$ cat config.mk
export PLATFORM = sky130hd
export DESIGN_NAME = i2cbr_top
export DESIGN_NICKNAME = d
export VERILOG_FILES = /design/src/logic/i2cbr_pkg.sv /design/src/logic/i2cbr_top.sv
export VERILOG_INCLUDE_DIRS = /design/src /design/src/logic
export SDC_FILE = /design/constraint.sdc
export NUM_CORES = 1
export LEC_CHECK = 0
export BUFFER_PORTS_ARGS = -buffer_cell sky130_fd_sc_hd__buf_2
export CAP_MARGIN = 20
export CORE_ASPECT_RATIO = 1.25
export CORE_UTILIZATION = 39
export CTS_BUF_LIST = sky130_fd_sc_hd__clkbuf_16
export DETAILED_ROUTE_END_ITERATION = 8
export SETUP_SLACK_MARGIN = 0.1
export SYNTH_ARGS = -nofsm -noshare
export SYNTH_HDL_FRONTEND = slang
export SYNTH_SLANG_ARGS = --single-unit
$ cat constraint.sdc
create_clock -name clk_sys -period 6.7 [get_ports clk_sys]
set_input_delay 0.67 -clock clk_sys [delete_from_list [all_inputs] [get_ports clk_sys]]
set_output_delay 0.67 -clock clk_sys [all_outputs]
set_load 0.02 [all_outputs]
$ cat src/logic/i2cbr_consts.svh
// offsets, field positions, reset values and timing counts of the collision/baud block
`ifndef I2CBR_CONSTS_SVH
`define I2CBR_CONSTS_SVH
// ----------------------------------------------------------------------
// register word offsets
// ----------------------------------------------------------------------
`define I2CBR_OFS_RELOAD 4'h0
`define I2CBR_OFS_BUFFER 4'h1
`define I2CBR_OFS_CTRL 4'h2
`define I2CBR_OFS_STATUS 4'h3
`define I2CBR_OFS_MASK 4'h4
`define I2CBR_OFS_STATE 4'h5
// ----------------------------------------------------------------------
// field positions
// ----------------------------------------------------------------------
`define I2CBR_CTRL_REPEATED_START_ENABLE 0
`define I2CBR_CTRL_STOPEN 1
`define I2CBR_CTRL_SPI 2
`define I2CBR_INT_COL 0
`define I2CBR_INT_EVT 1
// ----------------------------------------------------------------------
// reset values and counts
// ----------------------------------------------------------------------
`define I2CBR_RELOAD_RST 8'h09
`define I2CBR_HALVES_PER_BYTE 5'h10
`endif

$ cat src/logic/i2cbr_pkg.sv
// types shared by the collision/baud block
package i2cbr_pkg;
    // ------------------------------------------------------------------
    // sequence states, one-hot
    // ------------------------------------------------------------------
    typedef enum logic [10:0] {
        I2CBR_IDLE = 11'h001, // nothing running
        I2CBR_RS_REL = 11'h002, // sda released, waiting for it high
        I2CBR_RS_CNT1 = 11'h004, // first repeated-start count
        I2CBR_RS_SCLH = 11'h008, // scl released, waiting for it high
        I2CBR_RS_CNT2 = 11'h010, // count with scl high
        I2CBR_RS_CNT3 = 11'h020, // sda low, count before scl low
        I2CBR_SP_LOW = 11'h040, // sda driven low, waiting for it
        I2CBR_SP_SCLH = 11'h080, // scl released, waiting for it high
        I2CBR_SP_CNT = 11'h100, // count before releasing sda
        I2CBR_SP_REL = 11'h200, // sda released, count then sample
        I2CBR_TX = 11'h400 // byte shifting
    } i2cbr_state_e;
endpackage

$ cat src/logic/i2cbr_top.sv
// bus-collision detection for repeated start and stop, and the shared baud generator
//
// Our own choices: the Wishbone register port and the register addresses.
`timescale 1ns/1ps
`include "i2cbr_consts.svh"
// Function
// - repeated start: sda low at scl rise collides
// - repeated start: scl falls before sda low collides
// - repeated start: sda high, count, release scl, sample
// - sda high: reload; early sda fall is fine
// - scl fall before count ends, sda free collides
// - both high at expiry: sda low, count, scl low
// - stop: sda still low after count collides
// - stop: scl low before sda high collides
// - stop: sda low, release scl, count, sample sda
// - one baud generator serves i2c and spi
// - buffer write starts the baud generator
// - generator stops, clock holds last level
// - reload twice per serial clock period
// - clock equals osc over four times reload+1
// - collision sets flag and returns to idle
// - collision aborts, releases lines, clears enable
module i2cbr_top
    import i2cbr_pkg::*;
#(
    parameter int RELOAD_W = 8 // reload register width
) (
    input wire logic clk_sys, // system clock
    input wire logic rst_n, // synchronous reset, active low
    input wire logic wb_cyc_i, // wishbone cycle
    input wire logic wb_stb_i, // wishbone strobe
    input wire logic wb_we_i, // wishbone write
    input wire logic [3:0] wb_adr_i, // word address
    input wire logic [3:0] wb_sel_i, // byte enables
    input wire logic [31:0] wb_dat_i, // write data
    output logic [31:0] wb_dat_o, // read data
    output logic wb_ack_o, // acknowledge
    input wire logic sda_i, // sda line level
    output logic sda_o, // sda drive value
    output logic sda_oe, // sda pulled low while high
    input wire logic scl_i, // scl line level
    output logic scl_o, // scl drive value
    output logic scl_oe, // scl pulled low while high
    output logic spi_sck, // spi serial clock
    output logic spi_sdo, // spi serial data out
    output logic irq // level interrupt
);
    // ------------------------------------------------------------------
    // state and registers
    // ------------------------------------------------------------------
    i2cbr_state_e state; // sequence state
    i2cbr_state_e next_state; // next sequence state
    logic [RELOAD_W-1:0] baud_reload_value; // reload register
    logic [7:0] xfer_buffer; // transmit shift buffer
    logic repeated_start_enable; // repeated start request
    logic stop_enable; // stop request
    logic spi_mode; // spi instead of i2c
    logic [1:0] int_status; // sticky flags
    logic [1:0] int_mask; // flag enables
    logic [RELOAD_W:0] baud_counter; // half-period down counter
    logic [4:0] half_cnt; // byte half periods left
    logic sda_low; // we pull sda
    logic scl_low; // we pull scl
    logic next_sda_low; // next sda pull
    logic next_scl_low; // next scl pull
    logic brg_load; // reload strobe
    logic set_col; // collision event
    logic set_evt; // sequence done event
    logic sda_m, sda_s, scl_m, scl_s; // synchronisers
    logic scl_s_d; // delayed scl for edge
    // ------------------------------------------------------------------
    // bus decode
    // ------------------------------------------------------------------
    wire req = wb_cyc_i & wb_stb_i; // live request
    wire wr_go = req & wb_we_i & wb_ack_o & wb_sel_i[0]; // write commits with ack
    wire wr_reload = wr_go & (wb_adr_i == `I2CBR_OFS_RELOAD);
    wire wr_buffer = wr_go & (wb_adr_i == `I2CBR_OFS_BUFFER);
    wire wr_ctrl = wr_go & (wb_adr_i == `I2CBR_OFS_CTRL);
    wire wr_status = wr_go & (wb_adr_i == `I2CBR_OFS_STATUS);
    wire wr_mask = wr_go & (wb_adr_i == `I2CBR_OFS_MASK);
    wire idle = (state == I2CBR_IDLE);
    wire brg_zero = (baud_counter == '0); // count expired
    wire scl_fell = scl_s_d & ~scl_s;
    wire start_tx = wr_buffer & idle & ~repeated_start_enable & ~stop_enable;
    wire [31:0] rd_word = (wb_adr_i == `I2CBR_OFS_RELOAD) ? 32'(baud_reload_value) :
        (wb_adr_i == `I2CBR_OFS_BUFFER) ? {24'h0, xfer_buffer} :
        (wb_adr_i == `I2CBR_OFS_CTRL) ? {29'h0, spi_mode, stop_enable,
                                          repeated_start_enable} :
        (wb_adr_i == `I2CBR_OFS_STATUS) ? {30'h0, int_status} :
        (wb_adr_i == `I2CBR_OFS_MASK) ? {30'h0, int_mask} :
        (wb_adr_i == `I2CBR_OFS_STATE) ? {21'h0, state} : 32'h0;
    wire [1:0] int_set = {set_evt, set_col};
    // ------------------------------------------------------------------
    // pin outputs
    // ------------------------------------------------------------------
    assign sda_o = 1'b0;
    assign scl_o = 1'b0;
    assign sda_oe = sda_low & ~spi_mode;
    assign scl_oe = scl_low & ~spi_mode;
    assign spi_sck = ~scl_low & spi_mode; // same generator drives spi clock
    assign spi_sdo = ~sda_low & spi_mode;
    assign irq = |(int_status & int_mask);
    // ------------------------------------------------------------------
    // wishbone slave: one wait, then ack
    // ------------------------------------------------------------------
    always_ff @(posedge clk_sys) begin
        if (!rst_n) begin
            wb_ack_o <= 1'b0;
            wb_dat_o <= 32'h0;
        end else begin
            wb_ack_o <= req & ~wb_ack_o;
            wb_dat_o <= rd_word;
        end
    end
    // ------------------------------------------------------------------
    // line synchronisers
    // ------------------------------------------------------------------
    always_ff @(posedge clk_sys) begin
        if (!rst_n) begin
            sda_m <= 1'b1;
            sda_s <= 1'b1;
            scl_m <= 1'b1;
            scl_s <= 1'b1;
            scl_s_d <= 1'b1;
        end else begin
            sda_m <= sda_i;
            sda_s <= sda_m;
            scl_m <= scl_i;
            scl_s <= scl_m;
            scl_s_d <= scl_s;
        end
    end
    // ------------------------------------------------------------------
    // software registers
    // ------------------------------------------------------------------
    always_ff @(posedge clk_sys) begin
        if (!rst_n) begin
            baud_reload_value <= RELOAD_W'(`I2CBR_RELOAD_RST);
            int_mask <= 2'h0;
            spi_mode <= 1'b0;
        end else begin
            if (wr_reload) baud_reload_value <= wb_dat_i[RELOAD_W-1:0];
            if (wr_mask) int_mask <= wb_dat_i[1:0];
            if (wr_ctrl & idle) spi_mode <= wb_dat_i[`I2CBR_CTRL_SPI];
        end
    end
    // sticky flags: set beats a write-one clear
    always_ff @(posedge clk_sys) begin
        if (!rst_n) begin
            int_status <= 2'h0;
        end else begin
            int_status <= (int_status & ~({2{wr_status}} & wb_dat_i[1:0])) | int_set;
        end
    end
    // sequence enables: set by software, cleared on end or collision
    always_ff @(posedge clk_sys) begin
        if (!rst_n) begin
            repeated_start_enable <= 1'b0;
            stop_enable <= 1'b0;
        end else if (set_col || set_evt) begin
            repeated_start_enable <= 1'b0;
            stop_enable <= 1'b0;
        end else if (wr_ctrl & idle) begin
            repeated_start_enable <= wb_dat_i[`I2CBR_CTRL_REPEATED_START_ENABLE];
            stop_enable <= wb_dat_i[`I2CBR_CTRL_STOPEN] & ~wb_dat_i[`I2CBR_CTRL_REPEATED_START_ENABLE];
        end
    end
    // ------------------------------------------------------------------
    // baud counter: 2*(reload+1) cycles per half period
    // ------------------------------------------------------------------
    // the counter holds reload*2+1 after a load and stops at zero
    // loads land at the start of each half period, two per clock period
    // a zero count is the expiry the counting steps wait for; the release and pull steps wait on line levels
    // once no step reloads it, the counter rests at zero by itself
    // the pins then keep whatever level the last step left them at
    // reload values below three give too short a half period for
    // the two-flop line latency; hardware does not refuse them
    // the same counter times spi bytes, so one reload serves both modes
    always_ff @(posedge clk_sys) begin
        if (!rst_n) begin
            baud_counter <= '0;
        end else if (brg_load) begin
            baud_counter <= {baud_reload_value, 1'b1};
        end else if (!brg_zero) begin
            baud_counter <= baud_counter - 1'b1;
        end
    end
    // ------------------------------------------------------------------
    // state, pin pulls, byte shifter
    // ------------------------------------------------------------------
    always_ff @(posedge clk_sys) begin
        if (!rst_n) begin
            state <= I2CBR_IDLE;
            sda_low <= 1'b0;
            scl_low <= 1'b0;
        end else begin
            state <= next_state;
            sda_low <= next_sda_low;
            scl_low <= next_scl_low;
        end
    end
    always_ff @(posedge clk_sys) begin
        if (!rst_n) begin
            xfer_buffer <= 8'h0;
            half_cnt <= 5'h0;
        end else if (start_tx) begin
            xfer_buffer <= wb_dat_i[7:0];
            half_cnt <= `I2CBR_HALVES_PER_BYTE;
        end else if (state == I2CBR_TX && brg_zero) begin
            half_cnt <= half_cnt - 5'h1;
            if (!scl_low) xfer_buffer <= {xfer_buffer[6:0], 1'b0};
        end
    end
    // ------------------------------------------------------------------
    // sequence control
    // ------------------------------------------------------------------
    // one state machine walks the byte, repeated start and stop steps
    // every line test uses the synchronised levels, never the raw pins
    // so each decision lags the wire by two clocks
    //
    // repeated start walk:
    //   release sda and wait for it to read high
    //   load the counter and wait for expiry
    //   release scl and wait for it to read high
    //   sda low at that point means another master sends a zero
    //   otherwise count again with both lines high
    //   scl falling while sda is still free means a rival one bit
    //   an early sda fall during this count is not a collision
    //   at expiry pull sda, count once more, then pull scl
    //   the last pull of scl ignores the line level on purpose
    //
    // stop walk:
    //   pull sda and wait for it to read low
    //   release scl and wait for it to read high
    //   count with scl high; scl low here is a rival clock
    //   release sda and count once more
    //   sda still low at expiry means a rival holds it
    //   otherwise the stop is done and the event flag is raised
    //
    // byte walk:
    //   a buffer write while idle pulls scl and shows the first bit
    //   sixteen half periods shift eight bits out, msb first
    //   sda only changes in the half period where scl is pulled
    //   the byte ends with scl held low for the next step
    //
    // collision handling:
    //   any collision raises the collision flag the same cycle
    //   both lines are let go and the machine drops to idle
    //   the request bits are cleared so software must ask again
    //   a byte in flight is not checked against the line here
    //
    // the override at the bottom keeps the collision path in one place
    // so every state shares the same abort behaviour
    always_comb begin
        next_state = state;
        next_sda_low = sda_low;
        next_scl_low = scl_low;
        brg_load = 1'b0;
        set_col = 1'b0;
        set_evt = 1'b0;
        case (state)
            I2CBR_IDLE: begin
                if (start_tx) begin
                    next_state = I2CBR_TX;
                    brg_load = 1'b1;
                    next_scl_low = 1'b1;
                    next_sda_low = ~wb_dat_i[7];
                end else if (repeated_start_enable) begin
                    next_state = I2CBR_RS_REL;
                    next_sda_low = 1'b0;
                end else if (stop_enable) begin
                    next_state = I2CBR_SP_LOW;
                    next_sda_low = 1'b1;
                end
            end
            I2CBR_TX: begin
                if (brg_zero) begin
                    if (half_cnt == 5'h1) begin
                        next_state = I2CBR_IDLE;
                        next_scl_low = 1'b1;
                        set_evt = 1'b1;
                    end else begin
                        brg_load = 1'b1;
                        next_scl_low = ~scl_low;
                        if (!scl_low) next_sda_low = ~xfer_buffer[6];
                    end
                end
            end
            I2CBR_RS_REL: begin
                if (sda_s) begin
                    next_state = I2CBR_RS_CNT1;
                    brg_load = 1'b1;
                end
            end
            I2CBR_RS_CNT1: begin
                if (brg_zero) begin
                    next_state = I2CBR_RS_SCLH;
                    next_scl_low = 1'b0;
                end
            end
            I2CBR_RS_SCLH: begin
                if (scl_s && !sda_s) begin
                    set_col = 1'b1;
                end else if (scl_s) begin
                    next_state = I2CBR_RS_CNT2;
                    brg_load = 1'b1;
                end
            end
            I2CBR_RS_CNT2: begin
                if (scl_fell && sda_s) begin
                    set_col = 1'b1;
                end else if (brg_zero) begin
                    next_state = I2CBR_RS_CNT3;
                    next_sda_low = 1'b1;
                    brg_load = 1'b1;
                end
            end
            I2CBR_RS_CNT3: begin
                if (brg_zero) begin
                    next_state = I2CBR_IDLE;
                    next_scl_low = 1'b1;
                    set_evt = 1'b1;
                end
            end
            I2CBR_SP_LOW: begin
                if (!sda_s) begin
                    next_state = I2CBR_SP_SCLH;
                    next_scl_low = 1'b0;
                end
            end
            I2CBR_SP_SCLH: begin
                if (scl_s) begin
                    next_state = I2CBR_SP_CNT;
                    brg_load = 1'b1;
                end
            end
            I2CBR_SP_CNT: begin
                if (!scl_s) begin
                    set_col = 1'b1;
                end else if (brg_zero) begin
                    next_state = I2CBR_SP_REL;
                    next_sda_low = 1'b0;
                    brg_load = 1'b1;
                end
            end
            I2CBR_SP_REL: begin
                if (!scl_s && !sda_s) begin
                    set_col = 1'b1;
                end else if (brg_zero && !sda_s) begin
                    set_col = 1'b1;
                end else if (brg_zero) begin
                    next_state = I2CBR_IDLE;
                    set_evt = 1'b1;
                end
            end
            default: begin
                next_state = I2CBR_IDLE;
                next_sda_low = 1'b0;
                next_scl_low = 1'b0;
            end
        endcase
        if (set_col) begin
            next_state = I2CBR_IDLE;
            next_sda_low = 1'b0;
            next_scl_low = 1'b0;
        end
    end
endmodule

==> flow_metrics.py, run 1 <==
metrics = {
    "status": {
        "outcome": "finished, final reports clean",
    },
    "detailed_routing": {
        "drt_wl_total_um": 10300,
        "avgRoutedWirePerCell_um": 17.0,
        "num_vias": 3462,
        "post-route-drc-count": 0,
        "via_per_inst": 5.73,
        "initialDrtViolationCount": 333,
        "ant_nets": 0,
        "firstDrtPassIters": 5,
    },
    "logic_synthesis": {
        "synth_xor_area_share_pct": 2.80,
        "synth-adder-area-share_pct": 1.33,
        "synthFlopType": "dfxtp_1",
        "synthMuxAreaShare_pct": 3.73,
        "synth_seq_area_share_pct": 35.7,
        "synth.top_cell.area_share_pct": 35.7,
        "async_flop_share_pct": 0,
        "synth_warnings": 0,
        "synth_top_family_by_area": "simple AND/OR/NAND/NOR gates",
        "synthSimpleGateAreaFrac_pct": 30.2,
        "synth_area_leaders": "dfxtp_1 (36%), buf_4 (4.6%), nand2_1 (4.1%)",
        "synth_edf_count": 0,
        "syn_area_mm2": 0.00375,
        "synth_compound_area_share_pct": 17.0,
        "ys_ff_latch": 67,
        "yosys.area.top_type": "dfxtp_1",
        "synth_cell_types": 61,
        "synth_cells": 455,
        "avgSynthCellArea_um2": 8.25,
    },
    "timing": {
        "setup_viol": 0,
        "max_freq_mhz": 304,
        "clock-skew-final_ps": 8.14,
        "fin_crit_ps": 3290,
        "slew_headroom_pct": 30.4,
        "layout_setup_ws_ps": 3410,
        "setup_tns_ps": 0,
        "hold_viol": 0,
        "maxSlewViolCount": 0,
        "rsz0062_at_grt": "no",
        "finalCritPeriodShare_pct": 49.1,
        "tightest_slew_ps": 1040,
    },
    "critical_path": {
        "end_kind": "flip-flop",
        "arrival_ps": 3500,
        "r2r_slack_ps": 3470,
        "start_kind": "primary input",
        "rr_endpoint": "state[4]$_SDFFE_PP0P_",
        "cp_data_required_time_ps": 6910,
        "critPathKind": "in2reg",
        "cp_max_fo": 20,
        "reg2reg_from": "baud_counter[0]$_SDFFE_PN0P_",
        "reg2regPathDepth": 8,
    },
    "layout": {
        "final_layout_size_suffix_gt1_share_pct": 14.8,
        "layout_commonest_cell": "dfxtp_1",
        "area_growth_pct": 11.3,
        "antennaDiodeCount": 0,
        "fin_cells": 604,
        "nets": 527,
        "mostFrequentLayoutCells": "dfxtp_1 (67), nand2_1 (41), nor2_1 (36), buf_2 (36), a21oi_1 (30)",
        "final_core_util_pct": 45.3,
    },
    "global_route": {
        "grt_max_degree": 37,
        "grt_pass1_wl_um": 16700,
        "grt_usage_pct": 21.2,
        "grt_overflow": 0,
        "antenna_found_initial": 0,
        "grt_pass1_vias": 3219,
    },
    "cts": {
        "cts_buffers": 9,
        "post-cts-setup-buffer-count": 0,
        "cts.sink_count": 67,
        "postCtsHoldBufs": 0,
        "cts_buffer_depth": 2,
        "cts_htree_levels": 3,
        "clk_latency_ps": 330,
        "cts_root_buf": "clkbuf_16",
        "cts.clk_slew.worst_paths_ps": 60,
        "post_cts_resized": 0,
        "cts_tree": "built",
    },
    "power": {
        "vdd_drop_max_uv": 115,
        "p_leak_uw": 0.00155,
        "fin_total_pwr_uw": 1150,
        "power.density_mw_per_mm2": 276,
    },
    "die": {
        "dieArea_mm2": 0.0100,
        "ios": 87,
        "rows": 39,
        "die_x_um": 89.8,
        "start_util_pct": 40.7,
        "core_mm2": 0.00922,
        "die_y_um": 112,
    },
    "worst_hold_path": {
        "min-delay-start": "sda_m$_SDFF_PN1_",
        "hp-class": "reg2reg",
        "min_path_cells": 1,
        "whs_endpoint": "sda_s$_SDFF_PN1_",
    },
    "run": {
        "maxCapViolCount": 0,
    },
    "placement": {
        "dp_cells": 588,
        "pre_cts_ws_ps": 3090,
        "gp_congestion": 0.966,
        "hpwlAfterDp_um": 7300,
        "io_buffers": 36,
    },
}
==> layer usage <==
layer | routed length (um) | share of wire [%] | GRT usage (%)
met1 | 4540 | 44 | 27.3
met5 | 0 | 0 | 0
met3 | 535 | 5.2 | 4.64
met2 | 4870 | 47 | 33.7
met4 | 342 | 3.3 | 9.84
==> stage by stage <==
stage,hold WS [ps],cell area [um2]
floorplan,386,3840
global placement,390,3890
detailed placement,391,3900
CTS,404,4180
global route,411,4180
finish,403,4180
==> cells by family after synthesis <==
group	count (synthesis)
fa+ha+maj	4
flops	67
xor+xnor	12
other cells	1
compound gates	94
simple gates	203
mux	14
buf+inv	60
==> area by class of cell <==
cell class,instances,area (um2)
fillers,928,5040
clock inverters,7,52.6
clock buffers,9,225
repair buffers,40,210
multi-input cells,350,2170
inverters,8,30.0
flip-flops and latches,67,1340
well taps,123,154
==> critical path: stages <==
cell and delay [ps]:
buf_2 160, nor4b_2 920, and4bb_2 460, nand2_1 480
nand3_1 520, nor2_1 140, mux2i_1 140
==> how the worst max path moves through the flow <==
stage | from | endpoint | slack, ps | depth (start not counted)
5_1_grt | baud_counter[0]$_SDFFE_PN0P_ | state[4]$_SDFFE_PP0P_ | 3120 | 7
3_5_place_dp | wb_adr_i[1] | baud_counter[1]$_SDFFE_PN0P_ | 3090 | 7
2_1_floorplan | wb_adr_i[1] | xfer_buffer[0]$_SDFFE_PN0P_ | 4180 | 8
3_3_place_gp | wb_adr_i[1] | baud_counter[1]$_SDFFE_PN0P_ | 3140 | 7
4_1_cts | wb_adr_i[1] | baud_counter[1]$_SDFFE_PN0P_ | 3440 | 7
6_report | wb_adr_i[1] | baud_counter[1]$_SDFFE_PN0P_ | 3410 | 7
==> synth_stat cells (3+ instances only) <==
| master | count |
|---|---|
| a211oi_1 | 11 |
| a21oi_1 | 30 |
| a222oi_1 | 5 |
| a22oi_1 | 7 |
| and3_1 | 8 |
| buf_2 | 6 |
| buf_4 | 23 |
| buf_6 | 3 |
| clkbuf_1 | 19 |
| dfxtp_1 | 67 |
| ha_1 | 4 |
| inv_1 | 7 |
| mux2i_1 | 14 |
| nand2_1 | 41 |
| nand2b_1 | 14 |
| nand3_1 | 26 |
| nand3b_1 | 4 |
| nand4_1 | 10 |
| nor2_1 | 36 |
| nor2b_1 | 6 |
| nor3_1 | 12 |
| nor3b_1 | 3 |
| nor4_1 | 12 |
| nor4_2 | 3 |
| nor4b_1 | 6 |
| o211ai_1 | 3 |
| o21ai_0 | 13 |
| o31ai_1 | 7 |
| or4_1 | 4 |
| xnor2_1 | 5 |
| xor2_1 | 7 |
==> state kept, by name, indices dropped and copies added, names as in the netlist, 2 cells and up <==
| register | count |
|---|---|
| half_cnt | 5 |
| xfer_buffer | 8 |
| int_status | 2 |
| baud_reload_value | 8 |
| baud_counter | 9 |
| int_mask | 2 |
| wb_dat_o | 11 |
| state | 11 |
==> power breakdown <==
part / internal [uW] / total, uW / switching, uW / leakage, uW
clock network: 251 / 440 / 188 / 0.000126
logic: 95.7 / 257 / 161 / 0.000884
registers: 428 / 456 / 27.6 / 0.000543
total: 775 / 1150 / 377 / 0.00155
No activity file was read; power rests on OpenSTA's default activity.
==> run 2, diff against run 1 <==
ABC_AREA = 1   (was default)
clock period = 2.6 ns   (was 6.7 ns; I/O delays follow)
==> run 2 against run 1 <==
  * Non-clock buffer count decreased by 1
  * Sequential power increased to 2.7 times the previous value
  * Synthesized cell count increased by 29%
  * Via count increased by 8.7%
  * Core utilization decreased by 0.079 points
  * Register-to-register slack got worse by 3100 ps
  * Clock-buffer cell count unchanged
  * Combinational power increased to 5.6 times the previous value
  * Hold slack got worse by 290 ps
  * Clock power increased to 2.7 times the previous value
==> flow_metrics.py, run 2 <==
metrics = {
    "status": {
        "outcome": "finished, final reports clean",
    },
    "cts": {
        "post-cts-setup-buffer-count": 0,
        "post_cts_resized": 0,
        "cts_buffers": 9,
        "cts.clk_slew.worst_paths_ps": 60,
        "cts_tree": "built",
        "clk_latency_ps": 340,
        "cts_root_buf": "clkbuf_16",
        "cts.sink_count": 67,
        "postCtsHoldBufs": 0,
        "cts_htree_levels": 3,
        "cts_buffer_depth": 2,
    },
    "die": {
        "dieArea_mm2": 0.0103,
        "die_x_um": 91.0,
        "core_mm2": 0.00961,
        "ios": 87,
        "rows": 40,
        "die_y_um": 113,
        "start_util_pct": 40.2,
    },
    "timing": {
        "clock-skew-final_ps": 6.50,
        "fin_crit_ps": 2250,
        "timing.hold.ws_ps": 112,
        "tightest_slew_ps": 630,
        "slew_headroom_pct": 58.0,
        "setup_tns_ps": 0,
        "hold_viol": 0,
        "maxSlewViolCount": 0,
        "finalCritPeriodShare_pct": 86.5,
        "setup_viol": 0,
        "rsz0062_at_grt": "no",
        "max_freq_mhz": 445,
    },
    "logic_synthesis": {
        "avgSynthCellArea_um2": 6.58,
        "synth_compound_area_share_pct": 12.8,
        "ys_ff_latch": 67,
        "synth.top_cell.area_share_pct": 34.7,
        "synth_cells": 587,
        "yosys.area.top_type": "dfxtp_1",
        "synthSimpleGateAreaFrac_pct": 36.1,
        "synth_top_family_by_area": "simple AND/OR/NAND/NOR gates",
        "syn_area_mm2": 0.00386,
        "synth_edf_count": 0,
        "synth-adder-area-share_pct": 1.29,
        "synth_area_leaders": "dfxtp_1 (35%), nand2_1 (13%), nor2_1 (9.2%)",
        "async_flop_share_pct": 0,
        "synthMuxAreaShare_pct": 0,
        "synth_seq_area_share_pct": 34.7,
        "synth_warnings": 0,
        "synth_cell_types": 39,
        "synth_most_common_cell": "nand2_1",
        "ys_top_cells_by_count": "nand2_1 (132), nor2_1 (95), inv_1 (74)",
        "synthFlopType": "dfxtp_1",
        "synth_xor_area_share_pct": 0.680,
    },
    "placement": {
        "io_buffers": 36,
        "hpwlAfterDp_um": 7400,
        "place_area_mm2": 0.00406,
        "gp_congestion": 0.920,
        "dp_cells": 740,
    },
    "critical_path": {
        "reg2reg_from": "baud_counter[0]$_SDFFE_PN0P_",
        "cpPeakStageDelay_ps": 540,
        "rr_endpoint": "stop_enable$_SDFFE_PP0P_",
        "start_kind": "flip-flop",
        "cp_slowest_cell": "nor2_2",
        "arrival_ps": 2520,
        "reg2regPathDepth": 11,
        "path_cells": "inv_1, ha_1, nand2_1, nor2_1, nand2_4, inv_2, o21ai_1, o211ai_1, nor2_2, nand2_1, nor2_1",
        "cp_data_required_time_ps": 2870,
        "r2r_slack_ps": 350,
        "cp_max_fo": 14,
        "critPathKind": "reg2reg",
        "end_kind": "flip-flop",
        "worstSetupEndpoint": "stop_enable$_SDFFE_PP0P_",
        "startpoint": "baud_counter[0]$_SDFFE_PN0P_",
    },
    "power": {
        "p_clk_share_pct": 30.7,
        "combPwrFrac_pct": 37.7,
        "p_sw_share_pct": 39.0,
        "p_leak_uw": 0.00215,
        "power_switching_uw": 1500,
        "power_frac_seq_pct": 31.7,
        "power.density_mw_per_mm2": 882,
        "fin_total_pwr_uw": 3840,
        "internal-power_uw": 2340,
        "vdd_drop_max_uv": 438,
    },
    "detailed_routing": {
        "post-route-drc-count": 0,
        "avgRoutedWirePerCell_um": 12.9,
        "ant_nets": 0,
        "drt_wl_total_um": 9760,
        "initialDrtViolationCount": 272,
        "via_per_inst": 4.99,
        "firstDrtPassIters": 4,
        "num_vias": 3764,
    },
    "layout": {
        "layout_commonest_cell": "nand2_1",
        "area_growth_pct": 12.5,
        "mostFrequentLayoutCells": "nand2_1 (132), nor2_1 (95), inv_1 (75)",
        "largestRegisters": "state (11), wb_dat_o (11), baud_counter (9)",
        "finalInstanceArea_mm2": 0.00435,
        "fin_cells": 755,
        "final_layout_size_suffix_gt1_share_pct": 14.8,
        "antennaDiodeCount": 0,
        "nets": 676,
    },
    "worst_hold_path": {
        "hp-class": "in2reg",
    },
    "global_route": {
        "grt_pass1_wl_um": 15700,
        "grt_max_degree": 29,
        "grt_usage_pct": 19.6,
        "antenna_found_initial": 0,
        "grt_pass1_vias": 3253,
        "grt_overflow": 0,
    },
    "run": {
        "maxCapViolCount": 0,
    },
}
run 2: power groups by stage:
stage	sequential, uW	clock, uW	combinational [uW]
after detailed placement	1230	0	1440
final	1210	1180	1450
after global placement	1230	0	1430
after CTS	1210	1200	1450
after floorplan	1220	0	1220
after global routing	1230	1240	1650
run 2: metrics by stage:
stage | setup slack, ps | utilization [%]
final | 351 | 45.2
after global routing | 152 | 45.2
after CTS | 359 | 45.2
after detailed placement | 373 | 42.3
after global placement | 423 | 42.3
after floorplan | 815 | -
run 2: cell families (layout without fill, tap and decap cells):
kind of cell	after synthesis	count (layout)
AOI/OAI and AO/OA	90	90
other	1	23
adders and majority gates	4	4
buffers and inverters	117	137
DFF	67	67
xor gates and xnor gates	3	3
and+or+nand+nor	305	305
run 2: worst min-delay path by stage:
stage,startpoint,to,slack (ps),cells past startpoint
6_report,sda_i,sda_m$_SDFF_PN1_,110,2
2_1_floorplan,scl_i,scl_m$_SDFF_PN1_,370,1
4_1_cts,sda_i,sda_m$_SDFF_PN1_,110,2
3_3_place_gp,scl_m$_SDFF_PN1_,scl_s$_SDFF_PN1_,390,1
5_1_grt,scl_i,scl_m$_SDFF_PN1_,110,2
3_5_place_dp,scl_m$_SDFF_PN1_,scl_s$_SDFF_PN1_,400,1
run 2: cell type report:
cell class                 instances  area (um2)
clock buffer                       9         225
sequential                        67        1340
multi-input combinational        425        2050
tap                              126         158
timing repair buffer              39         203
clock inverter                     6        58.8
fill                            1064        5260
inverter                          83         312
run 2: critical path, delay by kind of cell (launching register included):
family	cells	cell delay [ps]
buf+inv	2	230
flops	1	320
compound gates	2	340
simple gates	6	1070
fa+ha+maj	1	200
run 2: metal layers:
| metal | GRT usage (%) | vias to the layer above | routed length [um] |
|---|---|---|---|
| li1 | - | 1895 | - |
| met5 | 0 | - | 0 |
| met1 | 22.5 | 1716 | 4030 |
| met3 | 3.23 | 21 | 477 |
| met4 | 10.4 | 0 | 323 |
| met2 | 34.6 | 132 | 4930 |
==> run 3, diff against run 2 <==
PLACE_DENSITY_LB_ADDON = 0.08   (was default)
==> run 3 against run 2 <==
  * Hold slack barely moved
  * Core utilization about the same
  * Flip-flop and latch count stayed put
  * Non-clock buffer count grew 1
  * Global-route usage increased by 1.1 points
  * Register-to-register slack got worse by 40 ps
  * Cell count stayed put
  * Cell area barely moved
  * Highest routed layer unchanged
==> flow_metrics.py, run 3 (synthesis results as in run 2) <==
metrics = {
    "die": {
        "rows": 40,
        "ios": 87,
        "core_mm2": 0.00961,
        "start_util_pct": 40.2,
        "die_y_um": 113,
        "die_x_um": 91.0,
        "dieArea_mm2": 0.0103,
    },
    "global_route": {
        "grt_max_degree": 29,
        "grt_overflow": 0,
        "antenna_found_initial": 0,
        "grt_pass1_vias": 3356,
        "grt_usage_pct": 20.6,
        "grt_pass1_wl_um": 16400,
    },
    "detailed_routing": {
        "avgRoutedWirePerCell_um": 13.3,
        "initialDrtViolationCount": 234,
        "num_vias": 3689,
        "firstDrtPassIters": 8,
        "post-route-drc-count": 0,
        "ant_nets": 0,
        "via_per_inst": 4.89,
        "drt_wl_total_um": 10000,
    },
    "cts": {
        "cts.clk_slew.worst_paths_ps": 50,
        "clk_latency_ps": 330,
        "cts_root_buf": "clkbuf_16",
        "cts_buffers": 9,
        "postCtsHoldBufs": 0,
        "cts_htree_levels": 3,
        "cts.sink_count": 67,
        "cts_tree": "built",
        "cts_buffer_depth": 2,
        "post_cts_resized": 0,
        "post-cts-setup-buffer-count": 0,
    },
    "layout": {
        "final_layout_size_suffix_gt1_share_pct": 14.6,
        "antennaDiodeCount": 0,
        "mostFrequentLayoutCells": "nand2_1 (132), nor2_1 (95), inv_1 (75)",
        "largestRegisters": "state (11), wb_dat_o (11), baud_counter (9)",
        "fin_cells": 755,
        "nets": 677,
        "layout_commonest_cell": "nand2_1",
        "finalInstanceArea_mm2": 0.00434,
        "final_core_util_pct": 45.2,
        "area_growth_pct": 12.4,
    },
    "timing": {
        "setup_tns_ps": 0,
        "setup_viol": 0,
        "slew_headroom_pct": 55.9,
        "maxSlewViolCount": 0,
        "max_freq_mhz": 437,
        "finalCritPeriodShare_pct": 88.1,
        "hold_viol": 0,
        "timing.hold.ws_ps": 113,
        "fin_crit_ps": 2290,
        "clock-skew-final_ps": 6.29,
        "rsz0062_at_grt": "no",
        "tightest_slew_ps": 660,
    },
    "power": {
        "power.density_mw_per_mm2": 881,
        "vdd_drop_max_uv": 351,
        "p_leak_uw": 0.00216,
    },
    "placement": {
        "dp_cells": 741,
        "hpwlAfterDp_um": 7700,
        "place_area_mm2": 0.00407,
        "gp_congestion": 0.868,
        "io_buffers": 36,
    },
    "critical_path": {
        "critPathKind": "reg2reg",
        "end_kind": "flip-flop",
        "cp_data_required_time_ps": 2770,
        "r2r_slack_ps": 310,
        "start_kind": "flip-flop",
        "arrival_ps": 2460,
        "cp_max_fo": 14,
    },
    "run": {
        "maxCapViolCount": 0,
    },
    "worst_hold_path": {
        "hp-class": "in2reg",
    },
    "status": {
        "outcome": "finished, final reports clean",
    },
}
==> run 3: worst paths after layout <==
path,from,to,cells after the start
min,sda_i,sda_m$_SDFF_PN1_,2
max reg2reg,baud_counter[0]$_SDFFE_PN0P_,state[0]$_SDFFE_PP1P_,10
max,baud_counter[0]$_SDFFE_PN0P_,state[0]$_SDFFE_PP1P_,10
min reg2reg,scl_m$_SDFF_PN1_,scl_s$_SDFF_PN1_,1
==> run 3: layer usage <==
metal  track usage (%)  wire (um)  vias up
li1                  -          -     1892
met1              24.7       4330     1675
met2              35.5       4940      106
met3              4.03        500       16
met4              9.63        261        0
met5                 0          0        -
==> run 3: area by class of cell <==
cell class,count,area [um2]
Fill cell,1021,5270
Multi-Input combinational cell,425,2050
Sequential cell,67,1340
Inverter,83,312
Clock buffer,9,225
Timing Repair Buffer,40,210
Tap cell,126,158
Clock inverter,5,47.5
==> run 3: through the flow <==
stage / setup WS [ps] / power (uW)
2_1_floorplan: 815 / 2440
3_3_place_gp: 381 / 2680
3_5_place_dp: 330 / 2690
4_1_cts: 320 / 3860
5_1_grt: 150 / 4120
6_report: 310 / 3830
==> run 3: critical path, stage by stage, from the launching register on <==
cell and delay, ps:
dfxtp_1 320, inv_1 90, ha_1 200, nand2_1 60, nor2_1 60, nand2_4 150, inv_2 140, o21ai_1 150
o211ai_1 200, nor2_2 580, nand3_1 180
==> run 3: report_power, final <==
part | internal (uW) | switching [uW] | total [uW]
Combinational | 469 | 994 | 1460
Clock | 720 | 428 | 1150
Sequential | 1140 | 72.1 | 1220
